$ cat config.mk
export PLATFORM = sky130hd
export DESIGN_NAME = instr_exec
export DESIGN_NICKNAME = d
export VERILOG_FILES = /design/src/include/instr_exec_pkg.sv /design/src/design/instr_exec.sv
export SDC_FILE = /design/constraint.sdc
export NUM_CORES = 1
export LEC_CHECK = 0
export ABC_AREA = 1
export BUFFER_PORTS_ARGS = -buffer_cell sky130_fd_sc_hd__buf_2
export CORE_MARGIN = 4
export CORE_UTILIZATION = 40
export CTS_CLUSTER_SIZE = 25
export DETAILED_ROUTE_END_ITERATION = 6
export PLACE_DENSITY = 0.68
export SYNTH_ARGS = -nofsm -noshare
export SYNTH_HDL_FRONTEND = slang
export SYNTH_SLANG_ARGS = --single-unit
$ cat constraint.sdc
create_clock -name sys_clk -period 3.48 [get_ports sys_clk]
set_clock_uncertainty 0.2 [all_clocks]
set_input_delay 0.522 -clock sys_clk [delete_from_list [all_inputs] [get_ports sys_clk]]
set_output_delay 0.522 -clock sys_clk [all_outputs]
set_load 0.01 [all_outputs]
$ cat src/include/instr_exec_pkg.sv
// constants and carrier types for the literal/move/return execute block
package instr_exec_pkg;

  // ************************************************************
  // instruction word layout
  // ************************************************************
  localparam int INSTR_W = 12;
  localparam int DATA_W  = 8;
  localparam int FADDR_W = 5;
  localparam int PC_W    = 9;
  localparam int BIT_W   = 3;
  localparam int FILE_DEPTH = 32;

  // field positions
  localparam int OP4_HI   = 11;
  localparam int OP4_LO   = 8;
  localparam int OP7_LO   = 5;
  localparam int BIDX_HI  = 7;
  localparam int BIDX_LO  = 5;
  localparam int FADDR_HI = 4;
  localparam int LIT_HI   = 7;

  // ************************************************************
  // opcode patterns
  // ************************************************************
  localparam logic [3:0]         OP_AND_LIT   = 4'he;
  localparam logic [3:0]         OP_BIT_CLR   = 4'h4;
  localparam logic [3:0]         OP_RET_CONST = 4'h8;
  localparam logic [6:0]         OP_COPY_ACC  = 7'h01;
  localparam logic [INSTR_W-1:0] OP_IDLE      = 12'h000;
  localparam logic [INSTR_W-1:0] OP_OPT_LOAD  = 12'h002;

  // ************************************************************
  // reset values and timing
  // ************************************************************
  localparam logic [DATA_W-1:0] ACC_RST    = 8'h00;
  localparam logic [DATA_W-1:0] OPTION_RST = 8'hff;
  localparam logic [PC_W-1:0]   PC_RST     = 9'h000;
  localparam int                RET_CYCLES = 2;

  // file register write strobe with its address and data
  typedef struct packed {
    logic               en;
    logic [FADDR_W-1:0] addr;
    logic [DATA_W-1:0]  data;
  } file_wr_t;

  // program counter reload request towards the fetch side
  typedef struct packed {
    logic            load;
    logic            pop;
    logic [PC_W-1:0] value;
  } pc_req_t;

  typedef enum logic {
    ST_EXEC,
    ST_FLUSH
  } exec_state_t;

endpackage

$ cat src/design/instr_exec.sv
// execute stage for literal and, bit clear, copy, idle, option load and return
`timescale 1ns/1ps
`default_nettype none

// Overview of operation
// - literal and into accumulator, zero flag only
// - literal and result never reaches file registers
// - bit clear touches one bit, no flags
// - copy accumulator to file in one cycle
// - return loads literal into accumulator, flags kept
// - return reloads pc from popped stack top
// - return takes two cycles, others one
module instr_exec (
  input  wire logic                                 sys_clk,
  input  wire logic                                 rst_n,
  input  wire logic                                 instr_valid,
  input  wire logic [instr_exec_pkg::INSTR_W-1:0]   instr,
  input  wire logic [instr_exec_pkg::PC_W-1:0]      stack_top,
  output logic                                      busy,
  output logic [instr_exec_pkg::DATA_W-1:0]         acc,
  output logic                                      zero_flag,
  output logic [instr_exec_pkg::DATA_W-1:0]         option_reg,
  output instr_exec_pkg::file_wr_t                  file_wr,
  output instr_exec_pkg::pc_req_t                   pc_req
);

  // ************************************************************
  // decode helpers
  // ************************************************************
  function automatic logic is_and_lit(input logic [instr_exec_pkg::INSTR_W-1:0] w);
    is_and_lit = w[instr_exec_pkg::OP4_HI:instr_exec_pkg::OP4_LO] == instr_exec_pkg::OP_AND_LIT;
  endfunction

  function automatic logic is_bit_clr(input logic [instr_exec_pkg::INSTR_W-1:0] w);
    is_bit_clr = w[instr_exec_pkg::OP4_HI:instr_exec_pkg::OP4_LO] == instr_exec_pkg::OP_BIT_CLR;
  endfunction

  function automatic logic is_ret(input logic [instr_exec_pkg::INSTR_W-1:0] w);
    is_ret = w[instr_exec_pkg::OP4_HI:instr_exec_pkg::OP4_LO] == instr_exec_pkg::OP_RET_CONST;
  endfunction

  function automatic logic is_copy(input logic [instr_exec_pkg::INSTR_W-1:0] w);
    is_copy = w[instr_exec_pkg::OP4_HI:instr_exec_pkg::OP7_LO] == instr_exec_pkg::OP_COPY_ACC;
  endfunction

  function automatic logic is_opt(input logic [instr_exec_pkg::INSTR_W-1:0] w);
    is_opt = w == instr_exec_pkg::OP_OPT_LOAD;
  endfunction

  function automatic logic is_idle(input logic [instr_exec_pkg::INSTR_W-1:0] w);
    is_idle = w == instr_exec_pkg::OP_IDLE;
  endfunction

  // ************************************************************
  // operand fields and file storage
  // ************************************************************
  logic [instr_exec_pkg::DATA_W-1:0]  lit;
  logic [instr_exec_pkg::FADDR_W-1:0] faddr;
  logic [instr_exec_pkg::BIT_W-1:0]   bidx;
  logic [instr_exec_pkg::DATA_W-1:0]  file_mem [instr_exec_pkg::FILE_DEPTH];
  logic [instr_exec_pkg::DATA_W-1:0]  clr_mask;
  logic [instr_exec_pkg::DATA_W-1:0]  and_res;
  logic                               taken;

  // operand slices shared by all opcodes
  always_comb begin
    lit   = instr[instr_exec_pkg::LIT_HI:0];
    faddr = instr[instr_exec_pkg::FADDR_HI:0];
    bidx  = instr[instr_exec_pkg::BIDX_HI:instr_exec_pkg::BIDX_LO];
    taken = instr_valid && !busy;
    and_res = acc & lit;
  end

  // one-cold clear mask built bit by bit, zero only at the bidx position
  genvar gi;
  generate
    for (gi = 0; gi < instr_exec_pkg::DATA_W; gi++) begin : g_mask
      assign clr_mask[gi] = (int'(bidx) != gi); // compared as int, a genvar has no bits to slice
    end
  endgenerate

  // ************************************************************
  // execute state
  // ************************************************************
  instr_exec_pkg::exec_state_t        state;
  instr_exec_pkg::exec_state_t        next_state;
  logic                               next_busy;
  logic [instr_exec_pkg::DATA_W-1:0]  next_acc;
  logic                               next_zero_flag;
  logic [instr_exec_pkg::DATA_W-1:0]  next_option_reg;
  instr_exec_pkg::file_wr_t           next_file_wr;
  instr_exec_pkg::pc_req_t            next_pc_req;

  // next values; unknown opcodes belong to other units and change nothing here
  always_comb begin
    next_state          = instr_exec_pkg::ST_EXEC;
    next_acc            = acc;
    next_zero_flag      = zero_flag;
    next_option_reg     = option_reg;
    next_file_wr        = '0;
    next_pc_req         = '0;
    next_pc_req.value   = pc_req.value;
    case (state)
      instr_exec_pkg::ST_EXEC: begin
        if (taken) begin
          if (is_and_lit(instr)) begin
            next_acc       = and_res;
            next_zero_flag = (and_res == '0);
          end else if (is_bit_clr(instr)) begin
            next_file_wr.en   = 1'b1;
            next_file_wr.addr = faddr;
            next_file_wr.data = file_mem[faddr] & clr_mask;
          end else if (is_copy(instr)) begin
            next_file_wr.en   = 1'b1;
            next_file_wr.addr = faddr;
            next_file_wr.data = acc;
          end else if (is_ret(instr)) begin
            next_acc          = lit;
            next_pc_req.load  = 1'b1;
            next_pc_req.pop   = 1'b1;
            next_pc_req.value = stack_top;
            next_state        = instr_exec_pkg::ST_FLUSH;
          end else if (is_opt(instr)) begin
            next_option_reg = acc;
          end else if (is_idle(instr)) begin
            next_state = instr_exec_pkg::ST_EXEC;
          end
        end
      end
      // second cycle of a return: the prefetched word is discarded
      instr_exec_pkg::ST_FLUSH: begin
        next_state = instr_exec_pkg::ST_EXEC;
      end
      default: begin
        next_state = instr_exec_pkg::ST_EXEC;
      end
    endcase
    next_busy = (next_state == instr_exec_pkg::ST_FLUSH);
  end

  // register the next values
  always_ff @(posedge sys_clk) begin
    if (!rst_n) begin
      state      <= instr_exec_pkg::ST_EXEC;
      busy       <= 1'b0;
      acc        <= instr_exec_pkg::ACC_RST;
      zero_flag  <= 1'b0;
      option_reg <= instr_exec_pkg::OPTION_RST;
      file_wr    <= '0;
      pc_req     <= '{load: 1'b0, pop: 1'b0, value: instr_exec_pkg::PC_RST};
    end else begin
      state      <= next_state;
      busy       <= next_busy;
      acc        <= next_acc;
      zero_flag  <= next_zero_flag;
      option_reg <= next_option_reg;
      file_wr    <= next_file_wr;
      pc_req     <= next_pc_req;
    end
  end

  // file storage is data, not control, so it carries no reset
  always_ff @(posedge sys_clk) begin
    if (next_file_wr.en) begin
      file_mem[next_file_wr.addr] <= next_file_wr.data;
    end
  end
endmodule

`default_nettype wire

Word-level counts from Yosys, hierarchy flattened
Memory sizes are Yosys's and may differ from the RTL's.
Index checks and enable logic that the tools add are counted.
{"block": "totals", "reg_bits": 43, "mem_bits_rw": 256, "in_bits": 24, "output_inout_bits": 43, "word_cells": 62, "n_memories": 1}
{"block": "classes", "eq_ne": 14, "muxes": 18, "bitwise": 9, "reduce_logical": 10}
{"name": "file_mem", "depth": 32, "width": 8, "read_ports": 1, "rd_clocked_by_memory_dff": 0, "write_ports": 1, "line_no": "instr_exec.sv:60", "rtl": "logic [instr_exec_pkg::DATA_W-1:0] file_mem [instr_exec_pkg::FILE_DEPTH];"}
{"cell": "14-bit two-way mux", "count": 5}
{"cell": "8-bit two-way mux", "count": 4}
{"cell": "8-bit AND", "count": 2}
{"cell": "12-bit by 2-bit == test with 1-bit output, second input constant", "count": 1}
{"cell": "3-bit inequality test, second input constant", "count": 4}
{"cell": "11-bit two-way mux", "count": 1}
{"cell": "4-bit == test, second input constant", "count": 2}
{"cell": "8-bit logical NOT", "count": 1}
{"cell": "7-bit by 1-bit == test with 1-bit output, second input constant", "count": 1}
{"cell": "1-bit two-way mux", "count": 7}
{"cell": "1-bit inverter", "count": 7}
{"cell": "7-bit AND reduction", "count": 1}
{"cell": "3-bit by 2-bit inequality test with 1-bit output, second input constant", "count": 2}
{"cell": "6-bit AND reduction", "count": 1}
{"cell": "6-bit OR reduction", "count": 1}
{"cell": "5-bit AND reduction", "count": 1}
{"cell": "4-bit by 3-bit == test with 1-bit output, second input constant", "count": 1}
{"cell": "2-bit inequality test, second input constant", "count": 2}
{"cell": "3-bit by 1-bit inequality test with 1-bit output, second input constant", "count": 1}
{"cell": "3-bit AND reduction", "count": 1}
{"cell": "3-bit nonzero test", "count": 1}
{"cell": "1-bit one-hot mux with 2 select lines", "count": 1}
{"cell": "2-bit nonzero test", "count": 1}
{"cell": "1-bit logical AND", "count": 1}
{"cell": "1-bit logical NOT", "count": 1}

Depth between registers and ports, before layout
Gate-level depths: netlist of the first run.
{"block": "logic_depth", "ltp_word": 8, "mapped_depth": 14}

Worst setup path before layout of the first run
OpenSTA, ideal clock, no wires.
{"block": "synth_timing", "kind": "in2reg", "startpoint": "in instr[8] (netlist bit)", "endpoint": "mem file_mem[11][0] (netlist bit) (enable)", "t_arrival_ps": 1833, "path_slack_ps": 1077, "cell_stages": 9, "path_buffers": 0, "cell_sequence": "nor2_2 -> nand3_1 -> o21ai_2 -> nand2_2 -> nor2_2 -> inv_2 -> nor2_2 -> nand2_1 -> nor2_1"}
{"block": "synth_via", "elab_chain_len": 8, "elab_cells_between_ends": 10, "cone_classes": "3 x eq/ne; 7 x mux"}
{"element": "start: declaration", "line_no": "instr_exec.sv:17", "rtl": "input wire logic [instr_exec_pkg::INSTR_W-1:0] instr,"}
{"element": "7-bit by 1-bit == test with 1-bit output", "line_no": "instr_exec.sv:43", "rtl": "is_copy = w[instr_exec_pkg::OP4_HI:instr_exec_pkg::OP7_LO] == instr_exec_pkg::OP_COPY_ACC;"}
{"element": "14-bit two-way mux", "line_no": "instr_exec.sv:113", "rtl": "end else if (is_copy(instr)) begin"}
{"element": "14-bit two-way mux", "line_no": "instr_exec.sv:109", "rtl": "end else if (is_bit_clr(instr)) begin"}
{"element": "14-bit two-way mux *", "line_no": "instr_exec.sv:106", "rtl": "if (is_and_lit(instr)) begin"}
{"element": "14-bit two-way mux *", "line_no": "instr_exec.sv:105", "rtl": "if (taken) begin"}
{"element": "14-bit two-way mux *", "line_no": "instr_exec.sv:103", "rtl": "case (state)"}
{"element": "1-bit two-way mux", "line_no": "instr_exec.sv:164", "rtl": "if (next_file_wr.en) begin"}
{"element": "1-bit two-way mux (not written as such)", "line_no": "instr_exec.sv:165", "rtl": "file_mem[next_file_wr.addr] <= next_file_wr.data;"}
{"element": "end: declaration", "line_no": "instr_exec.sv:60"}
Mark *: on every way between the ends. The rest lies on a longest branch, timed or not.

==> results.cfg, run 1 <==
[layout]
largest_reg_flops = 256
areaGrowthSynthToFinish_pct = 15.8
drive_gt1_share_pct = 14.3
final_cell_mix = nand2_1, edfxtp_1, inv_1
diodes = 0
design_area_sq_um = 14700
nets = 1376
final_util_pct = 46.8
top_regs = file_mem x256, file_wr x14, pc_req x10
final_common_cell = nand2_1
regMostFlops = file_mem

[cts]
clk_path_buf_depth = 3
clk_pin_slew_ns = 0.06
cts_resized = 0
ctsHoldBuffers = 0
post_cts_buffers = 0
cts-root-buf = clkbuf_16
clk_latency_ns = 0.55
cts_buffers = 31
tritoncts = done
htreeDepth = 1
clkSinkCount = 298

[yosys]
synthTopCellsByArea = edfxtp_1, nand2_1, dfxtp_1, nand3_1, inv_1
ys.warnings.count = 0
yosys_register_bits = 298
netlist_instances = 1261
yosysTopAreaCellShare_pct = 60.5
syn_nets = 1285
seq_area_frac_synth_pct = 67.1
synth.cell_area_sq_um = 12700
post_synth.cell_area_avg_sq_um = 10.1
synth_top_cell_by_area = edfxtp_1
synth_cell_type_count = 29

[worst_setup_path]
critPathRequiredTime_ns = 3.56
cp.arrival_ns = 2.50
cp_slowest_cell = inv_4
timing.rr.end = file_mem[2][1]$_DFFE_PP_
worstSetupStartpoint = instr[0]
path_max_fanout = 43
crit_end = file_mem[11][4]$_DFFE_PP_
crit_top_cell = nand2_1
end_kind = register
path_class = input pin to register
worst_path_largest_cell_delay_ns = 0.33
worstSetupStartpointType = input pin
r2r_setup_slack_ns = 1.07
r2r_cells = 6
r2r-start = state$_SDFF_PP0_
crit_chain = buf_4, inv_4, buf_12, nand2_1, nand3_1, nand2_1, nand2_1, nand2_1, nor2_1, nand2_1, nand3_1, nand2_1, nand2_1, inv_1, buf_12

[floorplanning]
die_w_um = 186
row_count = 65
core_sq_um = 31500
fp.dieArea_sq_um = 34700
die_h_um = 186
io_pins = 67
initial_core_util_pct = 40.4

[timing]
fin_crit_ns = 2.42
period_share_pct = 69.5
max_slew_margin_pct = 49.2
fmax_ghz = 0.413
rsz0062_at_grt = false
finalSetupViolations = 0
worst_slew_pin_slew_ns = 0.761
slew_viol_final = 0
final-hold-violation-count = 0
setup-tns-final_ns = 0

[place]
gp_congestion = 0.852
io_buffer_count = 66
postPlaceCellArea_sq_um = 13700
dpl.hpwl_mm = 19.2

[pwr]
p_per_area_nw_per_um2 = 501
leakagePower_nw = 6.28
power_mw = 7.38
ir_drop_uv = 382

[drt]
route.antenna.remaining_nets = 0
post_drt_wl_per_cell_um = 17.5
viasPerCell = 4.99
drc = 0
wirelength_mm = 31.0
vias = 8874
drt_iter0_drc = 948
drtPass1Iterations = 6

[global_route]
overflow = 0
grt_pass1_vias = 8664
grt_pass1_wl_mm = 48.4
antenna_found_initial = 0
grt_start_max_net_pins = 133
track_usage_pct = 17.8

[min_path]
hold_class = input pin to register

[outcome]
status = finished clean

[flow_run]
maxCapViolCount = 0
## cell usage after synthesis (all sizes together)
cell type,count
nand2,378
edfxtp,256
inv,156
nor2,138
nand3,122
buf,47
o21ai,45
dfxtp,42
a21oi,27
clkbuf,16
a221oi,9
o211ai,9
a31oi,7
nor3,3
nand4,2
nand3b,1
nor4,1
o22ai,1
or2,1
## power by group
part / internal, mW / switching [mW] / leakage, nW / total (mW)
clock network: 1.83 / 1.32 / 0.492 / 3.15
logic: 0.110 / 0.272 / 2.94 / 0.382
registers: 3.84 / 0.00462 / 2.85 / 3.84
total: 5.78 / 1.60 / 6.28 / 7.38
## metal layers
| metal | track usage, % | wire length (um) | vias up |
|---|---|---|---|
| met2 | 29.1 | 15000 | 313 |
| met3 | 2.72 | 1980 | 87 |
| met1 | 24.4 | 12900 | 4161 |
| met5 | 0 | 0 | - |
| met4 | 6.41 | 1200 | 0 |
| li1 | - | - | 4313 |
## how the worst min path moves through the flow
stage	startpoint	end	slack [ns]	depth (start not counted)
5_1_grt	stack_top[1]	pc_req[1]$_SDFFE_PN0P_	0.05	3
2_1_floorplan	pc_req[0]$_SDFFE_PN0P_	pc_req[0]$_SDFFE_PN0P_	0.27	2
4_1_cts	stack_top[1]	pc_req[1]$_SDFFE_PN0P_	0.04	3
3_3_place_gp	pc_req[3]$_SDFFE_PN0P_	pc_req[3]$_SDFFE_PN0P_	0.23	2
6_report	stack_top[1]	pc_req[1]$_SDFFE_PN0P_	0.06	3
3_5_place_dp	pc_req[5]$_SDFFE_PN0P_	pc_req[5]$_SDFFE_PN0P_	0.24	2
## worst max-delay path: cells and delay by family
kind                   cells  cell delay [ns]
buffers and inverters      5             0.99
and+or+nand+nor           10             0.96
## layout make-up
type / instances / area (sq um)
inverter: 156 / 588
timing repair buffer: 121 / 883
clock buffer: 37 / 830
tap: 402 / 503
fill: 2839 / 16800
clock inverter: 19 / 141
multi-input combinational: 744 / 3250
sequential: 298 / 8530
## logic make-up (layout without fill, tap and decap cells)
family,count (synthesis),in the layout,share of synthesized area [%]
AOI/OAI and AO/OA,98,98,4.75
buffers and inverters,219,333,7.37
DFF,298,298,67.1
and+or+nand+nor,646,646,20.8
## per-stage QoR
stage / hold slack [ns] / std cells / setup WS (ns)
after floorplan: 0.268 / 1261 / 1.08
after global placement: 0.230 / 1721 / 0.552
after detailed placement: 0.239 / 1721 / 0.534
after CTS: 0.0446 / 1777 / 1.05
after global routing: 0.0495 / 1777 / 0.866
final: 0.0593 / 1777 / 1.06
Note: power is estimated with default switching activity, not from simulation.
==> inputs of run 2 (changes only) <==
--- a/config.mk
+++ b/config.mk
@@ -5,7 +5,7 @@
 export SDC_FILE = /design/constraint.sdc
 export NUM_CORES = 1
 export LEC_CHECK = 0
-export ABC_AREA = 1
+export ABC_AREA = 0
 export BUFFER_PORTS_ARGS = -buffer_cell sky130_fd_sc_hd__buf_2
 export CORE_MARGIN = 4
 export CORE_UTILIZATION = 40
==> constraint.sdc (replaced) <==
create_clock -name sys_clk -period 2.49 [get_ports sys_clk]
set_clock_uncertainty 0.2 [all_clocks]
set_input_delay 0.3735 -clock sys_clk [delete_from_list [all_inputs] [get_ports sys_clk]]
set_output_delay 0.3735 -clock sys_clk [all_outputs]
set_load 0.01 [all_outputs]
==> run 2 against run 1 <==
Effect of this change:
- non-clock buffer count grew 98
- worst hold slack better by 0.0033 ns
- critical path type is now register to register
- critical endpoint is now file_mem[3][0]$_DFFE_PP_
- register-to-register slack worse by 1.0 ns
- synthesized area fell by 5.7%
==> results.cfg, run 2 <==
[worst_setup_path]
path_class = register to register
cp.arrival_ns = 2.54
worstSetupStartpointType = register
path_max_fanout = 32
critPathRequiredTime_ns = 2.58
end_kind = register

[yosys]
synthTopCellsByArea = edfxtp_1, mux2i_1, dfxtp_1, mux4_2, a22oi_1
synth_simple_gate_area_share_pct = 6.64
post_synth.cell_area_avg_sq_um = 16.4
synth_edf_count = 256
muxShareOfSynthArea_pct = 12.6
synth_top_family_by_area = multiplexers
synth_commonest_cells = edfxtp_1, mux2i_1, nand2_1
synth_ff_type = edfxtp_1
ys.warnings.count = 0
yosys_register_bits = 298
synth_cell_type_count = 56
netlist_instances = 729
async_reset_ff_share_pct = 0
synthXorXnorAreaFrac_pct = 0
seq_area_frac_synth_pct = 71.2
syn_nets = 753
synth.cell_area_sq_um = 12000
synth-compound-area-share_pct = 6.88
yosysTopAreaCellShare_pct = 64.2
synth.most_common_cell = edfxtp_1
synth_top_cell_by_area = edfxtp_1
synth_adder_area_share_pct = 0

[pwr]
p_switching_mw = 2.17
sequentialPowerShare_pct = 50.7
switching_share_pct = 20.4
pwr-share-comb_pct = 5.4
ir_drop_uv = 483
leakagePower_nw = 5.61
pwr-share-clk_pct = 43.9
p_per_area_nw_per_um2 = 704
p_int_mw = 8.45
power_mw = 10.6

[global_route]
grt_start_max_net_pins = 34
use_met3_pct = 3.74
globalRoute.busiestLayer = met2
grt_pass1_vias = 7385
antenna_found_initial = 0
track_usage_pct = 17.5
gr-usage-met2_pct = 28.0
overflow = 0
grt_util_met1_pct = 24.2
grt_pass1_wl_mm = 44.5

[layout]
final_util_pct = 51.0
drive_gt1_share_pct = 33.7
design_area_sq_um = 15100
nets = 960
largest_reg_flops = 256
areaGrowthSynthToFinish_pct = 25.8
top_regs = file_mem x256, file_wr x14, pc_req x10
regMostFlops = file_mem
final_cell_mix = edfxtp_1, buf_4, mux2i_1
final_common_cell = edfxtp_1
diodes = 0

[drt]
post_drt_wl_per_cell_um = 21.7
route.antenna.remaining_nets = 0
wirelength_mm = 29.2
vias = 7174
drtPass1Iterations = 5
drt_iter0_drc = 572
viasPerCell = 5.32
drc = 0

[cts]
clkSinkCount = 298
cts_buffers = 30
cts-root-buf = clkbuf_16
clk_path_buf_depth = 3
clk_pin_slew_ns = 0.06
htreeDepth = 1
tritoncts = done
clk_latency_ns = 0.56

[floorplanning]
die_h_um = 181
initial_core_util_pct = 40.5
fp.dieArea_sq_um = 32800
io_pins = 67
die_w_um = 181
row_count = 63
core_sq_um = 29600

[timing]
layout_setup_ws_ns = 0.0414
setup-tns-final_ns = 0
max_slew_margin_pct = 57.7
fmax_ghz = 0.408
worst_slew_pin_slew_ns = 0.634
final-hold-violation-count = 0
fin_crit_ns = 2.45
rsz0062_at_grt = false
finalSetupViolations = 0
slew_viol_final = 0
period_share_pct = 98.3

[place]
place_ws_ns = -0.490
dpl.hpwl_mm = 19.9
postPlaceCellArea_sq_um = 13900
io_buffer_count = 66
gp_congestion = 0.896

[min_path]
hold_class = input pin to register

[flow_run]
maxCapViolCount = 0

[outcome]
status = finished clean
==> run 2: cell count changes in the layout (fill, tap and decap cells not counted), sizes merged, moves of 89 or more <==
| cell | delta |
|---|---|
| nand2 | -324 |
| nand3 | -119 |
| nor2 | -96 |
| buf | +89 |
| mux2i | +94 |
| inv | -156 |
==> run 2: layout make-up <==
| cell class | instances | area, sq um |
|---|---|---|
| Fill cell | 2424 | 14500 |
| Clock inverter | 21 | 264 |
| Inverter | 1 | 3.75 |
| Sequential cell | 298 | 8530 |
| Clock buffer | 34 | 766 |
| Tap cell | 390 | 488 |
| Timing Repair Buffer | 219 | 1710 |
| Multi-Input combinational cell | 386 | 3320 |
==> run 2: worst paths after layout <==
check	startpoint	end	slack [ns]	cells past startpoint
hold / removal	rst_n	option_reg[1]$_SDFFE_PN1P_	0.06	3
hold reg to reg	pc_req[3]$_SDFFE_PN0P_	pc_req[3]$_SDFFE_PN0P_	0.25	2
setup / recovery	file_mem[22][0]$_DFFE_PP_	file_mem[3][0]$_DFFE_PP_	0.04	7
setup reg to reg	file_mem[22][0]$_DFFE_PP_	file_mem[3][0]$_DFFE_PP_	0.04	7
==> run 2: timing repair <==
action / CTS / global route
hold buffers: 9 / 0
endpoints found under the setup margin: 43 / 64
buffers inserted: 0 / 1
endpoints found under the hold margin: 9 / 0
gates resized for setup: 2 / 4
pin swaps: 0 / 3
gates cloned: 0 / 1
==> run 2: logic make-up after synthesis <==
logic type / Yosys count
flops: 298
mux: 118
compound gates: 110
buf+inv: 46
simple gates: 157
==> run 2: power groups by stage <==
stage | registers (mW) | clock network (mW) | logic (mW)
floorplan | 5.49 | 0 | 0.321
global route | 5.38 | 4.96 | 0.610
finish | 5.38 | 4.67 | 0.572
global placement | 5.49 | 0 | 0.544
detailed placement | 5.49 | 0 | 0.549
CTS | 5.38 | 4.75 | 0.564
==> run 2: layer usage <==
layer,up-vias,routed length (um)
li1,3295,-
met1,3574,12800
met2,251,13600
met3,54,2050
met4,0,794
met5,-,0
==> run 2: stage by stage <==
stage / hold WS [ns] / instances
CTS: 0.0383 / 1347
floorplan: 0.279 / 729
global route: 0.0735 / 1349
global placement: 0.239 / 1283
detailed placement: 0.248 / 1283
finish: 0.0626 / 1349
==> run 2: critical path, cell delays in order, from the launching register on <==
cell	delay, ns
edfxtp_1	0.36
mux4_1	0.51
mux2i_1	0.19
nor2_1	0.09
a311oi_2	0.33
a2111o_1	0.23
o21ai_4	0.09
buf_12	0.16
==> inputs of run 3 (changes only) <==
--- a/config.mk
+++ b/config.mk
@@ -7,9 +7,10 @@
 export LEC_CHECK = 0
 export ABC_AREA = 0
 export BUFFER_PORTS_ARGS = -buffer_cell sky130_fd_sc_hd__buf_2
+export CORE_ASPECT_RATIO = 1.75
 export CORE_MARGIN = 4
 export CORE_UTILIZATION = 40
-export CTS_CLUSTER_SIZE = 25
+export CTS_CLUSTER_SIZE = 24
 export DETAILED_ROUTE_END_ITERATION = 6
 export PLACE_DENSITY = 0.68
 export SYNTH_ARGS = -nofsm -noshare
==> run 3 against run 2 <==
Effect of this change:
- total power fell by 6.8%
- register-to-register slack improved by 0.05 ns
- sequential share of layout area grew 0.85 points
- largest cell class unchanged
==> results.cfg, run 3 (synthesized netlist as in run 2, its figures left out) <==
[floorplanning]
initial_core_util_pct = 40.6
die_w_um = 139
row_count = 83
core_sq_um = 29500
io_pins = 67
fp.dieArea_sq_um = 32900
die_h_um = 237

[layout]
final_common_cell = edfxtp_1
diodes = 0
drive_gt1_share_pct = 33.9
seq_area_sq_um = 8530
top_regs = file_mem x256, file_wr x14, pc_req x10
areaGrowthSynthToFinish_pct = 24.0
nFillCells = 2428
nets = 955
multiInputGateArea_sq_um = 3310
regMostFlops = file_mem
final_cell_mix = edfxtp_1, buf_4, mux2i_1
largest_reg_flops = 256

[cts]
clk_pin_slew_ns = 0.07
cts-root-buf = clkbuf_16
clkSinkCount = 298
clk_path_buf_depth = 3
clk_latency_ns = 0.54
cts_buffers = 25
htreeDepth = 1
tritoncts = done

[worst_setup_path]
r2r_setup_slack_ns = 0.09
worstSetupStartpointType = register
path_class = register to register
path_max_fanout = 32
critPathRequiredTime_ns = 2.56
cp.arrival_ns = 2.46
end_kind = register

[timing]
final-hold-violation-count = 0
worst_slew_pin_slew_ns = 0.640
period_share_pct = 96.3
setup-tns-final_ns = 0
layout_setup_ws_ns = 0.0920
max_slew_margin_pct = 57.2
fmax_ghz = 0.417
slew_viol_final = 0
rsz0062_at_grt = false
fin_crit_ns = 2.40
finalSetupViolations = 0

[place]
gp_congestion = 0.913
dpl.hpwl_mm = 21.4
place_ws_ns = -0.434
io_buffer_count = 66

[drt]
drc = 0
drtPass1Iterations = 5
drt_iter0_drc = 583
vias = 7195
route.antenna.remaining_nets = 0
viasPerCell = 5.41
wirelength_mm = 30.0
post_drt_wl_per_cell_um = 22.5

[global_route]
grt_pass1_vias = 7539
grt_pass1_wl_mm = 45.7
antenna_found_initial = 2
overflow = 0
grt_start_max_net_pins = 34
track_usage_pct = 18.2

[flow_run]
maxCapViolCount = 0

[pwr]
ir_drop_uv = 478
p_per_area_nw_per_um2 = 666
leakagePower_nw = 5.53

[outcome]
status = finished clean

[min_path]
hold_class = input pin to register
-- run 3: cell count changes in the layout (fill, tap and decap cells not counted), sizes merged --
cell      before  now
clkinv        11    9
clkbuf        34   30
inv            1    5
bufinv         6    1
clkinvlp       4    1
-- run 3: final cells by class --
type                       count  area share (%)
clock buffer                  30            4.76
clock inverter                15           0.876
inverter                       1          0.0253
multi-input combinational    386            22.3
sequential                   298            57.4
tap                          382            3.22
timing repair buffer         219            11.4
-- run 3: worst paths after layout --
kind,from,endpoint,cells after the start
setup / recovery,file_mem[22][0]$_DFFE_PP_,file_mem[14][0]$_DFFE_PP_,7
hold / removal,instr[3],file_wr[11]$_SDFF_PN0_,3
setup reg to reg,file_mem[22][0]$_DFFE_PP_,file_mem[14][0]$_DFFE_PP_,7
hold reg to reg,pc_req[4]$_SDFFE_PN0P_,pc_req[4]$_SDFFE_PN0P_,2
-- run 3: routing by layer --
| metal | track usage [%] | share of wire [%] | vias to the layer above |
|---|---|---|---|
| met3 | 2.49 | 4.1 | 86 |
| met4 | 11.3 | 6.7 | 4 |
| met1 | 20.1 | 37 | 3571 |
| met2 | 32.8 | 52 | 252 |
| met5 | 0 | 0.11 | - |
| li1 | - | - | 3282 |
-- run 3: power breakdown --
| part | internal [mW] | switching, mW | leakage [nW] |
|---|---|---|---|
| Clock | 2.17 | 1.78 | 0.417 |
| Combinational | 0.259 | 0.312 | 2.35 |
| Sequential | 5.37 | 0.00768 | 2.77 |
-- run 3: critical path, cell delays in order (launching register included) --
cell and delay, ns:
edfxtp_1 0.44, mux4_1 0.52, mux2i_1 0.20, nor2_1 0.09, a311oi_1 0.22, a2111o_1 0.21, o21ai_4 0.08, buf_12 0.17
-- run 3: stage by stage --
step                      hold WS (ns)  total power, mW  instances  utilization [%]  area [sq um]
final                           0.0545             9.90       1331             50.4         14900
after CTS                       0.0136             9.98       1331             50.3         14800
after floorplan                  0.279             5.81        729                -         12100
after global placement           0.241             6.03       1276             47.1         13900
after detailed placement         0.249             6.04       1276             47.1         13900
after global routing            0.0368             10.2       1331             50.4         14900
-- run 3: repair_timing --
item                                   4_1_cts  5_1_grt
resized for setup                            2        3
pin swaps                                    1        2
setup endpoints to repair                   32       93
buffers inserted                             0        0
hold buffers                                 9        0
endpoints found under the hold margin        9        0
gates cloned                                 1        0
